File: config.mk
export PLATFORM = sky130hd
export DESIGN_NAME = sphold_top
export DESIGN_NICKNAME = d
export VERILOG_FILES = /design/src/design/sphold_pkg.sv /design/src/design/sphold_pin_cell.sv /design/src/design/sphold_regs.sv /design/src/design/sphold_top.sv
export SDC_FILE = /design/constraint.sdc
export NUM_CORES = 1
export LEC_CHECK = 0
export BUFFER_PORTS_ARGS = -buffer_cell sky130_fd_sc_hd__buf_2
export CAP_MARGIN = 20
export CORE_MARGIN = 4
export CORE_UTILIZATION = 51
export CTS_CLUSTER_SIZE = 28
export DETAILED_ROUTE_END_ITERATION = 7
export GPL_TIMING_DRIVEN = 1
export PLACE_DENSITY = 0.84
export SLEW_MARGIN = 20
export SYNTH_ARGS = -nofsm -noshare
export SYNTH_HDL_FRONTEND = slang
export SYNTH_SLANG_ARGS = --single-unit
File: constraint.sdc
create_clock -name clock -period 2.5 [get_ports clock]
set_input_delay 0.5 -clock clock [delete_from_list [all_inputs] [get_ports clock]]
set_output_delay 0.5 -clock clock [all_outputs]
set_load 0.01 [all_outputs]
File: src/design/sphold_pkg.sv
// Constants and types shared by the standby pin-state hold block
package sphold_pkg;

  // ==========================================================
  // Sizes
  localparam int NUM_PINS_DEF = 16;
  localparam int DATA_W = 32;
  localparam int ADDR_W = 8;

  // ==========================================================
  // Register offsets (byte addresses)
  localparam logic [ADDR_W-1:0] OFS_CTRL = 8'h00;
  localparam logic [ADDR_W-1:0] OFS_WAKE_LIGHT = 8'h04;
  localparam logic [ADDR_W-1:0] OFS_WAKE_DEEP = 8'h08;
  localparam logic [ADDR_W-1:0] OFS_STATUS = 8'h0c;
  localparam logic [ADDR_W-1:0] OFS_PAD_IN = 8'h10;

  // ==========================================================
  // Field positions and reset values
  localparam int CTRL_HOLD_BIT = 0;
  localparam int STAT_STATE_LSB = 0;
  localparam int STAT_STATE_W = 3;
  localparam int STAT_WOKE_BIT = 8;
  localparam logic CTRL_HOLD_RST = 1'b0;
  localparam logic WOKE_RST = 1'b0;
  localparam logic [DATA_W-1:0] WAKE_MASK_RST = 32'h0000_0000;

  // ==========================================================
  // Timing
  localparam int STARTUP_CYCLES = 8;

  // ==========================================================
  // Types
  typedef enum logic [1:0] {
    REQ_RUN,
    REQ_LIGHT,
    REQ_DEEP
  } sphold_req_t;

  typedef enum logic [2:0] {
    ST_RUN,
    ST_LIGHT,
    ST_DEEP,
    ST_HOLD,
    ST_STARTUP
  } sphold_state_t;

  // Per-pin request from the port logic
  typedef struct packed {
    logic drive;
    logic dir_out;
    logic in_en;
    logic pull;
    logic spec;
  } sphold_core_t;

  // Per-pin control towards the pad
  typedef struct packed {
    logic out;
    logic oe_n;
    logic ie;
    logic pu;
  } sphold_pad_t;

endpackage

File: src/design/sphold_pin_cell.sv
// One pad's state keeper for the standby pin-state hold block
`timescale 1ns/100ps
`default_nettype none
module sphold_pin_cell
  import sphold_pkg::*;
#(
  parameter bit IS_TDO = 1'b0,
  parameter bit IS_PU = 1'b0,
  parameter bit IS_IRQ = 1'b0,
  parameter bit IS_DEEP_WAKE = 1'b0,
  parameter bit IS_USB = 1'b0,
  parameter bit IS_ANALOG = 1'b0,
  parameter bit IS_TOGGLE = 1'b0
)
(
  input wire logic clock,
  input wire logic srst,
  input wire sphold_state_t state,
  input wire sphold_core_t core,
  input wire logic wake_light_en,
  input wire logic wake_deep_en,
  output sphold_pad_t pad
);

  // ==========================================================
  // Decode
  sphold_core_t snap_reg;
  sphold_core_t snap_next;
  sphold_pad_t pad_reg;
  sphold_pad_t pad_next;
  sphold_core_t src;
  wire logic is_run = state == ST_RUN;
  wire logic is_light = state == ST_LIGHT;
  wire logic is_start = state == ST_STARTUP;
  wire logic is_kept = state == ST_DEEP || state == ST_HOLD;
  wire logic live = is_light && core.spec && (IS_ANALOG || IS_TOGGLE);
  wire logic light_ie = (IS_IRQ && wake_light_en)
    || (IS_USB && !snap_reg.dir_out);
  wire logic deep_ie = IS_DEEP_WAKE && wake_deep_en;

  // ==========================================================
  // Selection
  assign snap_next = is_run ? core : snap_reg;
  assign src = (is_run || live) ? core : snap_reg;
  assign pad_next.out = is_start ? (IS_TDO && core.drive) : src.drive;
  assign pad_next.oe_n = is_start ? !IS_TDO : !src.dir_out;
  assign pad_next.ie = is_run ? core.in_en :
    is_light ? light_ie :
    is_kept ? deep_ie : 1'b0;
  assign pad_next.pu = is_start ? 1'b0 : src.pull;

  // ==========================================================
  // Flops
  always_ff @(posedge clock)
  begin
    if (srst)
    begin
      snap_reg <= '0;
      pad_reg <= '{out: 1'b0, oe_n: !IS_TDO, ie: 1'b0, pu: IS_PU};
    end
    else
    begin
      snap_reg <= snap_next;
      pad_reg <= pad_next;
    end
  end

  assign pad = pad_reg;

endmodule // sphold_pin_cell
`default_nettype wire

File: src/design/sphold_regs.sv
// Software registers of the standby pin-state hold block
`timescale 1ns/100ps
`default_nettype none
module sphold_regs
  import sphold_pkg::*;
#(
  parameter int NUM_PINS = NUM_PINS_DEF
)
(
  input wire logic clock,
  input wire logic srst,
  input wire logic [ADDR_W-1:0] bus_addr,
  input wire logic [DATA_W-1:0] bus_wdata,
  input wire logic bus_wr,
  input wire logic bus_rd,
  input wire sphold_state_t state,
  input wire logic woke_set,
  input wire logic [NUM_PINS-1:0] pad_in,
  output logic io_state_hold,
  output logic [NUM_PINS-1:0] wake_light_en,
  output logic [NUM_PINS-1:0] wake_deep_en,
  output logic [DATA_W-1:0] bus_rdata
);

  // ==========================================================
  // Decode
  logic hold_reg;
  logic hold_next;
  logic woke_reg;
  logic woke_next;
  logic [NUM_PINS-1:0] wl_reg;
  logic [NUM_PINS-1:0] wl_next;
  logic [NUM_PINS-1:0] wd_reg;
  logic [NUM_PINS-1:0] wd_next;
  logic [DATA_W-1:0] rd_reg;
  logic [DATA_W-1:0] rd_next;
  logic [DATA_W-1:0] stat_word;
  wire logic sel_ctrl = bus_addr == OFS_CTRL;
  wire logic sel_wl = bus_addr == OFS_WAKE_LIGHT;
  wire logic sel_wd = bus_addr == OFS_WAKE_DEEP;
  wire logic sel_stat = bus_addr == OFS_STATUS;
  wire logic sel_pin = bus_addr == OFS_PAD_IN;
  wire logic woke_clr = bus_wr && sel_stat && bus_wdata[STAT_WOKE_BIT];

  // ==========================================================
  // Next values
  assign hold_next = (bus_wr && sel_ctrl) ? bus_wdata[CTRL_HOLD_BIT] : hold_reg;
  assign wl_next = (bus_wr && sel_wl) ? bus_wdata[NUM_PINS-1:0] : wl_reg;
  assign wd_next = (bus_wr && sel_wd) ? bus_wdata[NUM_PINS-1:0] : wd_reg;
  assign woke_next = woke_set || (woke_reg && !woke_clr);
  assign stat_word = {{(DATA_W-STAT_WOKE_BIT-1){1'b0}}, woke_reg,
    {(STAT_WOKE_BIT-STAT_STATE_W){1'b0}}, state};
  assign rd_next = !bus_rd ? '0 :
    sel_ctrl ? DATA_W'(hold_reg) :
    sel_wl ? DATA_W'(wl_reg) :
    sel_wd ? DATA_W'(wd_reg) :
    sel_stat ? stat_word :
    sel_pin ? DATA_W'(pad_in) : '0;

  // ==========================================================
  // Flops
  always_ff @(posedge clock)
  begin
    if (srst)
    begin
      hold_reg <= CTRL_HOLD_RST;
      woke_reg <= WOKE_RST;
      wl_reg <= WAKE_MASK_RST[NUM_PINS-1:0];
      wd_reg <= WAKE_MASK_RST[NUM_PINS-1:0];
      rd_reg <= '0;
    end
    else
    begin
      hold_reg <= hold_next;
      woke_reg <= woke_next;
      wl_reg <= wl_next;
      wd_reg <= wd_next;
      rd_reg <= rd_next;
    end
  end

  assign io_state_hold = hold_reg;
  assign wake_light_en = wl_reg;
  assign wake_deep_en = wd_reg;
  assign bus_rdata = rd_reg;

endmodule // sphold_regs
`default_nettype wire

File: src/design/sphold_top.sv
// Pin-state control across light and deep standby
// How it works
// - Entering light standby, output pins keep driving their previous level, except enabled analog and toggle outputs.
// - In light standby, input pins go high-impedance with input buffers off.
// - In deep standby, every pin keeps direction and driven level unchanged.
// - Leaving deep standby with hold clear, pins float; test output keeps driving.
// - Leaving deep standby with hold set, pins stay kept until software clears it.
// - Light-standby wake interrupt pins keep their input buffer enabled.
// - Deep-standby wake pins keep their input buffer enabled.
// - In light standby, USB data pins used as inputs keep input enabled.
// - In light standby, enabled analog output keeps presenting its value.
//
// The register addresses and the strobed register port are this design's own decisions.
`timescale 1ns/100ps
`default_nettype none
module sphold_top
  import sphold_pkg::*;
#(
  parameter int NUM_PINS = NUM_PINS_DEF,
  parameter int STARTUP_LEN = STARTUP_CYCLES,
  parameter logic [NUM_PINS-1:0] TDO_MASK = '0,
  parameter logic [NUM_PINS-1:0] PU_MASK = '0,
  parameter logic [NUM_PINS-1:0] IRQ_MASK = '0,
  parameter logic [NUM_PINS-1:0] DEEP_MASK = '0,
  parameter logic [NUM_PINS-1:0] USB_MASK = '0,
  parameter logic [NUM_PINS-1:0] ANALOG_MASK = '0,
  parameter logic [NUM_PINS-1:0] TOGGLE_MASK = '0
)
(
  input wire logic clock,
  input wire logic srst,
  input wire logic [ADDR_W-1:0] bus_addr,
  input wire logic [DATA_W-1:0] bus_wdata,
  input wire logic bus_wr,
  input wire logic bus_rd,
  output logic [DATA_W-1:0] bus_rdata,
  input wire sphold_req_t mode_req,
  input wire sphold_core_t [NUM_PINS-1:0] core_ctl,
  input wire logic [NUM_PINS-1:0] pad_in,
  output sphold_pad_t [NUM_PINS-1:0] pad_ctl,
  output sphold_state_t power_state
);

  localparam int CNT_W = $clog2(STARTUP_LEN) + 1;

  // ==========================================================
  // Signals
  sphold_state_t state_reg;
  sphold_state_t state_next;
  logic [CNT_W-1:0] cnt_reg;
  logic [CNT_W-1:0] cnt_next;
  logic io_state_hold;
  logic [NUM_PINS-1:0] wake_light_en;
  logic [NUM_PINS-1:0] wake_deep_en;
  wire logic light_wake = |(pad_in & wake_light_en & IRQ_MASK);
  wire logic deep_wake = |(pad_in & wake_deep_en & DEEP_MASK);
  wire logic cnt_done = cnt_reg == CNT_W'(STARTUP_LEN - 1);
  wire logic woke_set = (state_reg == ST_LIGHT && light_wake)
    || (state_reg == ST_DEEP && deep_wake);

  // ==========================================================
  // Registers
  sphold_regs #(
    .NUM_PINS(NUM_PINS)
  ) u_regs (
    .clock(clock),
    .srst(srst),
    .bus_addr(bus_addr),
    .bus_wdata(bus_wdata),
    .bus_wr(bus_wr),
    .bus_rd(bus_rd),
    .state(state_reg),
    .woke_set(woke_set),
    .pad_in(pad_in),
    .io_state_hold(io_state_hold),
    .wake_light_en(wake_light_en),
    .wake_deep_en(wake_deep_en),
    .bus_rdata(bus_rdata)
  );

  // ==========================================================
  // Mode sequencer
  always_comb
  begin
    state_next = state_reg;
    case (state_reg)
      ST_RUN:
      begin
        if (mode_req == REQ_LIGHT)
          state_next = ST_LIGHT;
        else if (mode_req == REQ_DEEP)
          state_next = ST_DEEP;
      end
      ST_LIGHT:
      begin
        if (light_wake || mode_req == REQ_RUN)
          state_next = ST_RUN;
      end
      ST_DEEP:
      begin
        if (deep_wake || mode_req == REQ_RUN)
          state_next = io_state_hold ? ST_HOLD : ST_STARTUP;
      end
      ST_HOLD:
      begin
        if (!io_state_hold)
          state_next = ST_RUN;
      end
      ST_STARTUP:
      begin
        if (cnt_done)
          state_next = ST_RUN;
      end
      default:
        state_next = ST_RUN;
    endcase
  end

  assign cnt_next = (state_reg == ST_STARTUP && !cnt_done) ?
    cnt_reg + CNT_W'(1) : '0;

  always_ff @(posedge clock)
  begin
    if (srst)
    begin
      state_reg <= ST_RUN;
      cnt_reg <= '0;
    end
    else
    begin
      state_reg <= state_next;
      cnt_reg <= cnt_next;
    end
  end

  assign power_state = state_reg;

  // ==========================================================
  // Pad cells
  genvar i;
  generate
    for (i = 0; i < NUM_PINS; i++)
    begin : g_pin
      sphold_pin_cell #(
        .IS_TDO(TDO_MASK[i]),
        .IS_PU(PU_MASK[i]),
        .IS_IRQ(IRQ_MASK[i]),
        .IS_DEEP_WAKE(DEEP_MASK[i]),
        .IS_USB(USB_MASK[i]),
        .IS_ANALOG(ANALOG_MASK[i]),
        .IS_TOGGLE(TOGGLE_MASK[i])
      ) u_cell (
        .clock(clock),
        .srst(srst),
        .state(state_reg),
        .core(core_ctl[i]),
        .wake_light_en(wake_light_en[i]),
        .wake_deep_en(wake_deep_en[i]),
        .pad(pad_ctl[i])
      );
    end
  endgenerate

endmodule // sphold_top
`default_nettype wire

After elaboration in Yosys (flattened, before gate mapping)
Cells that the tools add are included.
{ "totals": {"elab_cells": 237, "register_bits": 217, "inputBits": 142, "out_inout_bits": 99} }
{ "op_classes": {"n_mux": 29, "n_addsub": 1, "n_eq_ne": 16, "bitwise": 3, "reduce_logical": 35} }
{ "ops": {"columns": ["operator", "n"], "rows": [
  ["$mux 5", 16],
  ["$mux 16", 4],
  ["$mux 3", 7],
  ["$logic_not 1->1", 18],
  ["$eq 8x4->1 const B", 2],
  ["$pmux 3 s5", 1],
  ["$eq 8x3->1 const B", 1],
  ["$eq 8x5->1 const B", 1],
  ["$logic_not 8->1", 1],
  ["$reduce_or 2->1", 4],
  ["$logic_and 1x1->1", 7],
  ["$eq 3x2->1 const B", 2],
  ["$ne 2x2->1 const B", 3],
  ["$reduce_or 6->1", 1],
  ["$reduce_and 5->1", 1],
  ["$add 4x1->4 const B", 1],
  ["$eq 4x3->1 const B", 1],
  ["$eq 3x1->1 const B", 1],
  ["$eq 3x3->1 const B", 1],
  ["$logic_not 3->1", 1],
  ["$ne 3x3->1 const B", 1],
  ["$not 1->1", 3],
  ["$reduce_or 3->1", 1],
  ["$eq 2x1->1 const B", 1],
  ["other kinds (4)", 4]
]} }

Longest topological paths before layout
Gate-level depths: netlist of run 1.
{ "depth": {"word_depth": 6, "depth_mapped": 8, "mapped_depth_nobuf": 6} }

Modules after synthesis
From an unflattened synthesis of run 1, not the netlist that was laid out.
{ "unflattened": {"hier_cells": 736, "hier_area_um2": 7325.8} }
{ "by_module_without_submodules": {"columns": ["mod", "area_per_inst_um2", "seq_area_each_um2", "cells_per_inst", "n_inst"], "rows": [
  ["sphold_pin_cell", 269.0, 140.1, 26, 16],
  ["sphold_regs", 2653.8, 1001.0, 278, 1],
  ["sphold_top", 367.9, 140.1, 42, 1]
]} }

Worst setup path after synthesis of run 1
OpenSTA, ideal clock, no wires.
{ "synth_path": {"path_type": "input-to-reg", "start": "input port bus_addr[3]", "end": "register u_regs.wd_reg[10] (netlist: u_regs.wake_deep_en[10])", "slack_ps": 918, "arrival_time_ps": 1450, "required_ps": 2368, "stages": 8, "cell_sequence": "clkbuf_2 > nor2b_1 > buf_4 > and3_1 > buf_4 > buf_4 > nand2_1 > a21oi_1"} }
{ "synth_between": {"elab_chain_len": 2} }
{ "synth_rtl": {"columns": ["element", "line", "source"], "rows": [
  ["start: declaration", "sphold_top.sv:32", "input wire logic [ADDR_W-1:0] bus_addr,"],
  ["$eq 8x4->1", "sphold_regs.sv:40", "wire logic sel_wd = bus_addr == OFS_WAKE_DEEP;"],
  ["$logic_and 1x1->1", "sphold_regs.sv:49", "assign wd_next = (bus_wr && sel_wd) ? bus_wdata[NUM_PINS-1:0] : wd_reg;"],
  ["end signal: assignment", "sphold_regs.sv:69", "wd_reg <= WAKE_MASK_RST[NUM_PINS-1:0];"],
  ["end signal: assignment", "sphold_regs.sv:77", "wd_reg <= wd_next;"],
  ["end: declaration", "sphold_regs.sv:33", "logic [NUM_PINS-1:0] wd_reg;"]
]} }
No other way between the ends.
A chain may end at the register's enable or synchronous reset.

Worst setup path in the final report of run 1
{ "layout_path": {"start": "register state_reg[1] (netlist: power_state[1])", "end": "output port power_state[1]"} }
{ "layout_rtl": {"columns": ["element", "line", "source"], "rows": [
  ["start: declaration", "sphold_top.sv:48", "sphold_state_t state_reg;"],
  ["start signal: assignment", "sphold_top.sv:131", "state_reg <= state_next;"],
  ["end: declaration", "sphold_top.sv:41", "output sphold_state_t power_state"]
]} }
No word-level cell between the ends.

==> summary.txt, run 1 <==
status: complete, no violations
GP Congestion: 0.8050
clk_skew: 0.004641 ns
ys flop type: dfxtp_1
Setup Crit Path Kind: flop to output pin
layout cells sized above 1: 32.08%
clock sinks: 169
Post-DRT Antenna Nets: 0
I/O pin count: 241
Power Total: 0.006409 W
post-route setup slack: 0.8090 ns
startpoint types: flop
drt drc: 0
Worst setup EP type: output pin
Synth cell types: 38
Yosys top cell area share: 57.29%
ys async rst share: 0%
Slowest cell on crit path: dfxtp_1
CTS Buffer Depth: 2
DR vias/cell: 4.935
Total Neg Setup Slack: 0 ns
drt pass-1 iters: 4
final wirelength: 13,290 µm
#FFs+latches synth: 169
pre-CTS setup slack: 0.3906 ns
DIE HEIGHT: 115.6 µm
pwr dens: 859.1 mW/mm²
clk root buf: clkbuf_16
critical path arrival: 1.19 ns
nets: 931
fillcell total: 925
leakage power: 3.578 nW
Final setup viols: 0
IO buf count: 192
drt wl/cell: 14.12 µm
Hold Buf Count CTS: 0
CTS tree: built
period utilization: 67.64%
final core occ: 65.61%
crit-path cells: buf_2
DR iter-0 viols: 271
Initial Util: 51.94%
gr usage total: 20.16%
FP Rows: 39
sequential fraction of the synthesis area: 57.29%
initial antenna violation count: 0
gr ovfl total: 0
largest area contributor in the netlist: dfxtp_1
Required @ worst endpoint: 2.00 ns
final-report max-slew violation count: 0
synth warn: 0
core area: 0.01137 mm²
clock latency on the worst-skew pair: 0.42 ns
Inst Count DP: 910
maxcap violations: 0
Post-synth top cells: dfxtp_1 (169), nor2_1 (91), nand2_1 (66), a21oi_1 (61), mux2i_1 (50)
fin crit period: 1.691 ns
Cells after Synth: 608
count leader, synth: dfxtp_1
H-tree depth: 4
postcts setup bufs: 0
CTS Buf Count: 17
DIE AREA: 0.01337 mm²
RSZ-0062 raised after global routing: no
Avg Cell Area, Syn: 9.713 µm²
Hold Crit Class: input pin to flop
max reg flops: 64
Worst-path clk slew: 0.06 ns
Layout area overhead: 26.31%
Detail Placement HPWL: 9292 µm
CP Max Fanout: 10
Post-synth EDFFs: 0
Area contributors post-synth: dfxtp_1 (57%), mux2i_1 (8.5%), nor2_1 (5.8%)
maximum vdd ir drop: 0.6059 mV
fmax: 591.4 MHz
Die Wd: 115.6 µm
Post-Syn Area: 0.005906 mm²
first-pass GRT wire length: 21,180 µm
post-cts resize count: 0
DR vias: 4,644
final hold viol count: 0
largest net degree at the start of global routing: 49
crit-path leading delay family: flip-flops
number of diodes: 0
WP buf/inv: 1
number of global-route vias before repair: 4,530
Non-Filler Instances: 941
crit-path max cell delay: 0.56 ns
==> metrics by stage <==
| step | instance area (µm²) | hold WS [ns] |
|---|---|---|
| floorplan | 5962 | 0.4175 |
| global placement | 6853 | 0.4314 |
| detailed placement | 6853 | 0.4430 |
| CTS | 7460 | 0.2579 |
| global route | 7460 | 0.2705 |
| finish | 7460 | 0.2814 |
==> metal layers <==
| metal | track usage (%) | up-vias | wire length [µm] |
|---|---|---|---|
| li1 | - | 2326 | - |
| met1 | 23.44 | 2129 | 5356 |
| met3 | 7.728 | 25 | 1281 |
| met5 | 0 | - | 0 |
| met4 | 8.585 | 0 | 280 |
| met2 | 33.37 | 164 | 6372 |
==> report_power, final <==
part | total (W) | internal [W] | switching [W]
sequential | 0.00295 | 0.00289 | 0.0000588
clock | 0.00267 | 0.00167 | 0.000998
combinational | 0.000791 | 0.000357 | 0.000433
==> cells by family after synthesis <==
| family | after synthesis | share of synthesized area (%) |
|---|---|---|
| buf+inv | 64 | 6.250 |
| xor+xnor | 2 | 0.2967 |
| compound gates | 88 | 8.898 |
| simple gates | 231 | 18.09 |
| flops | 169 | 57.29 |
| fa+ha+maj | 3 | 0.6357 |
| mux | 50 | 8.475 |
| other cells | 1 | 0.06350 |
==> cells in the final DEF (no fill, tap or decap), types with 14 or more instances in the layout <==
cell type,Yosys,layout
and2_1,14,14
or2_2,18,18
buf_2,14,192
a2bb2oi_1,16,16
nor3_1,16,16
nor2_1,91,91
dfxtp_1,169,169
mux2i_1,50,50
a21oi_1,61,61
conb_1,1,16
clkbuf_16,0,17
nand2_1,66,66
==> final cells by class <==
type	instances	area, µm²	share of cell area, %
multi-input combinational	390	2216	29.70
sequential	169	3383	45.35
timing repair buffer	203	1056	14.16
clock inverter	7	115.1	1.543
clock buffer	24	491.7	6.592
tap	143	178.9	2.399
inverter	5	18.77	0.2516
==> path summary, 6_finish.rpt <==
check / from / endpoint / slack [ns] / cells past startpoint
worst max-delay path: power_state[1] / power_state[1] / 0.81 / 1
worst min-delay path: core_ctl[52] / g_pin[10].u_cell.pad[1] / 0.28 / 2
worst max register to register: power_state[1] / g_pin[10].u_cell.pad[2] / 0.84 / 4
worst min register to register: u_regs.wake_light_en[1] / u_regs.wake_light_en[1] / 0.45 / 2
Power figures use the tool's default switching activity.
==> run 2, diff against run 1 <==
--- a/config.mk
+++ b/config.mk
@@ -8,11 +8,11 @@
 export BUFFER_PORTS_ARGS = -buffer_cell sky130_fd_sc_hd__buf_2
 export CAP_MARGIN = 20
 export CORE_MARGIN = 4
-export CORE_UTILIZATION = 51
+export CORE_UTILIZATION = 48
 export CTS_CLUSTER_SIZE = 28
 export DETAILED_ROUTE_END_ITERATION = 7
 export GPL_TIMING_DRIVEN = 1
-export PLACE_DENSITY = 0.84
+export PLACE_DENSITY = 0.8
 export SLEW_MARGIN = 20
 export SYNTH_ARGS = -nofsm -noshare
 export SYNTH_HDL_FRONTEND = slang
==> constraint.sdc (replaced) <==
create_clock -name clock -period 1.6 [get_ports clock]
set_input_delay 0.32 -clock clock [delete_from_list [all_inputs] [get_ports clock]]
set_output_delay 0.32 -clock clock [all_outputs]
set_load 0.01 [all_outputs]
==> run 2 against run 1 <==
  * Clock skew grew 0.0061 ns
  * First-iteration DRC count up 16%
  * Hold slack lost 0.18 ns
  * Sequential share of layout area fell by 1.2 points
  * Setup slack worse by 0.70 ns
  * Combinational power rose by 66%
  * Register-to-register slack worse by 0.70 ns
  * Total power is 57% higher
  * Count of clock-buffer cells in the layout down 1
  * Utilization shrank 1.9 points
==> summary.txt, run 2 (synthesis gave the netlist of run 1 again) <==
drt wl/cell: 14.12 µm (about the same)
Layout area overhead: 29.64%
final-report max-slew violation count: 0 (unchanged)
Setup Crit Path Kind: flop to output pin
I/O pin count: 241 (unchanged)
Hold Path Depth: 2 (unchanged)
CTS tree: built
Hold Slack: 0.09874 ns (-0.1827 ns)
fmax: 671.0 MHz
largest net degree at the start of global routing: 64 (+31%)
Required @ worst endpoint: 1.28 ns (-0.72 ns)
clk root buf: clkbuf_16
crit-path cells: buf_4 -> buf_2
gr ovfl total: 0 (unchanged)
Slowest cell on crit path: dfxtp_1
layout cells sized above 1: 33.37% (+1.3 points)
Hold Buf Count CTS: 0 (unchanged)
CTS Buf Count: 17 (unchanged)
commonest cells after routing, fill and taps aside: buf_2 (192), dfxtp_1 (169), nor2_1 (91)
Initial Util: 49.17% (-2.8 points)
r2r setup slk: 0.14 ns (-0.70 ns)
reg-to-reg endpoint: g_pin[11].u_cell.pad[2]
startpoint types: flop
pwr dens: 1313 mW/mm² (+53%)
Post-DRT Antenna Nets: 0 (unchanged)
CTS Buffer Depth: 2 (unchanged)
gr usage total: 19.23% (-0.93 points)
crit-path max cell delay: 0.44 ns (-0.12 ns)
H-tree depth: 4 (unchanged)
initial antenna violation count: 0 (unchanged)
maxcap violations: 0 (unchanged)
crit-path leading delay family: flip-flops
clock sinks: 169 (unchanged)
Die Wd: 118.9 µm (+2.9%)
IO buf count: 192 (unchanged)
R2R cell count: 4 (unchanged)
DR vias: 4,702 (+1.2%)
Hold Crit Class: input pin to flop
Final setup viols: 0 (unchanged)
CP Max Fanout: 5 (-5)
drt pass-1 iters: 4 (unchanged)
RSZ-0062 raised after global routing: no
max reg flops: 64 (unchanged)
leakage power: 3.684 nW (+3.0%)
final hold viol count: 0 (unchanged)
commonest non-fill, non-tap cell in the layout: buf_2
Total Neg Setup Slack: 0 ns (unchanged)
maximum vdd ir drop: 1.037 mV (+71%)
postcts setup bufs: 0 (unchanged)
DIE AREA: 0.01414 mm² (+5.8%)
Worst setup EP type: output pin
clk_skew: 0.01075 ns (+0.006110 ns)
FP Rows: 40 (+2.6%)
worst reg2reg startpoint: power_state[0]
WP buf/inv: 2 (+1)
fin crit period: 1.490 ns
final wirelength: 13,540 µm (+1.9%)
number of global-route vias before repair: 4,560 (+0.66%)
clock latency on the worst-skew pair: 0.42 ns (about the same)
core area: 0.01201 mm² (+5.6%)
period utilization: 93.15%
post-cts resize count: 0 (unchanged)
min-delay src: core_ctl[52]
nets: 945 (+1.5%)
Power Total: 0.01005 W (+57%)
GP Congestion: 0.7759 (-3.6%)
DIE HEIGHT: 118.9 µm (+2.9%)
critical path arrival: 1.17 ns (-0.02 ns)
drt drc: 0 (unchanged)
Worst-path clk slew: 0.06 ns (about the same)
DR vias/cell: 4.903 (-0.65%)
DR iter-0 viols: 315 (+16%)
number of diodes: 0 (unchanged)
Detail Placement HPWL: 9623 µm (+3.6%)
first-pass GRT wire length: 21,940 µm (+3.6%)
WHS Endpoint: g_pin[10].u_cell.pad[1]
status: complete, no violations
-- run 2: cell count changes in the layout (fill, tap and decap cells not counted), sizes merged --
cell      before  now
buf          203  217
clkinv         2    4
clkbuf        24   23
clkinvlp       2    1
-- run 2: through the flow --
step | setup slack (ns) | cell area (µm²) | cells | utilization [%]
after floorplan | 0.1667 | 5962 | 623 | -
after global placement | 0.08323 | 7051 | 928 | 58.70
after detailed placement | 0.04309 | 7051 | 928 | 58.70
after CTS | 0.09080 | 7656 | 959 | 63.74
after global routing | 0.05376 | 7656 | 959 | 63.74
final | 0.1096 | 7656 | 959 | 63.74
-- run 2: worst max-delay path by stage --
stage                         from                       end  slack (ns)  cells past startpoint
CTS                 power_state[1]            power_state[1]        0.09                      2
global placement       bus_addr[4]  u_regs.wake_light_en[14]        0.08                      6
detailed placement     bus_addr[4]  u_regs.wake_light_en[14]        0.04                      6
finish              power_state[0]            power_state[0]        0.11                      2
global route        power_state[0]            power_state[0]        0.05                      2
floorplan           power_state[2]   g_pin[13].u_cell.pad[3]        0.17                      6
-- run 2: cell type report --
| type | instances | area, µm² |
|---|---|---|
| clock inverter | 8 | 117.6 |
| fill | 1003 | 4355 |
| multi-input combinational | 390 | 2216 |
| inverter | 5 | 18.77 |
| sequential | 169 | 3383 |
| tap | 147 | 183.9 |
| timing repair buffer | 217 | 1249 |
| clock buffer | 23 | 488.0 |
-- run 2: power by group --
part | total, W | switching [W] | internal, W
registers | 0.00460 | 0.0000854 | 0.00452
logic | 0.00131 | 0.000700 | 0.000608
clock network | 0.00414 | 0.00153 | 0.00260
total | 0.0100 | 0.00232 | 0.00773
-- run 2: routing by layer --
metal	wire length, µm	up-vias	global-route usage (%)
met5	0	-	0
met4	134	0	6.372
met3	1377	13	8.927
met2	6486	184	31.83
met1	5542	2142	22.01
li1	-	2363	-
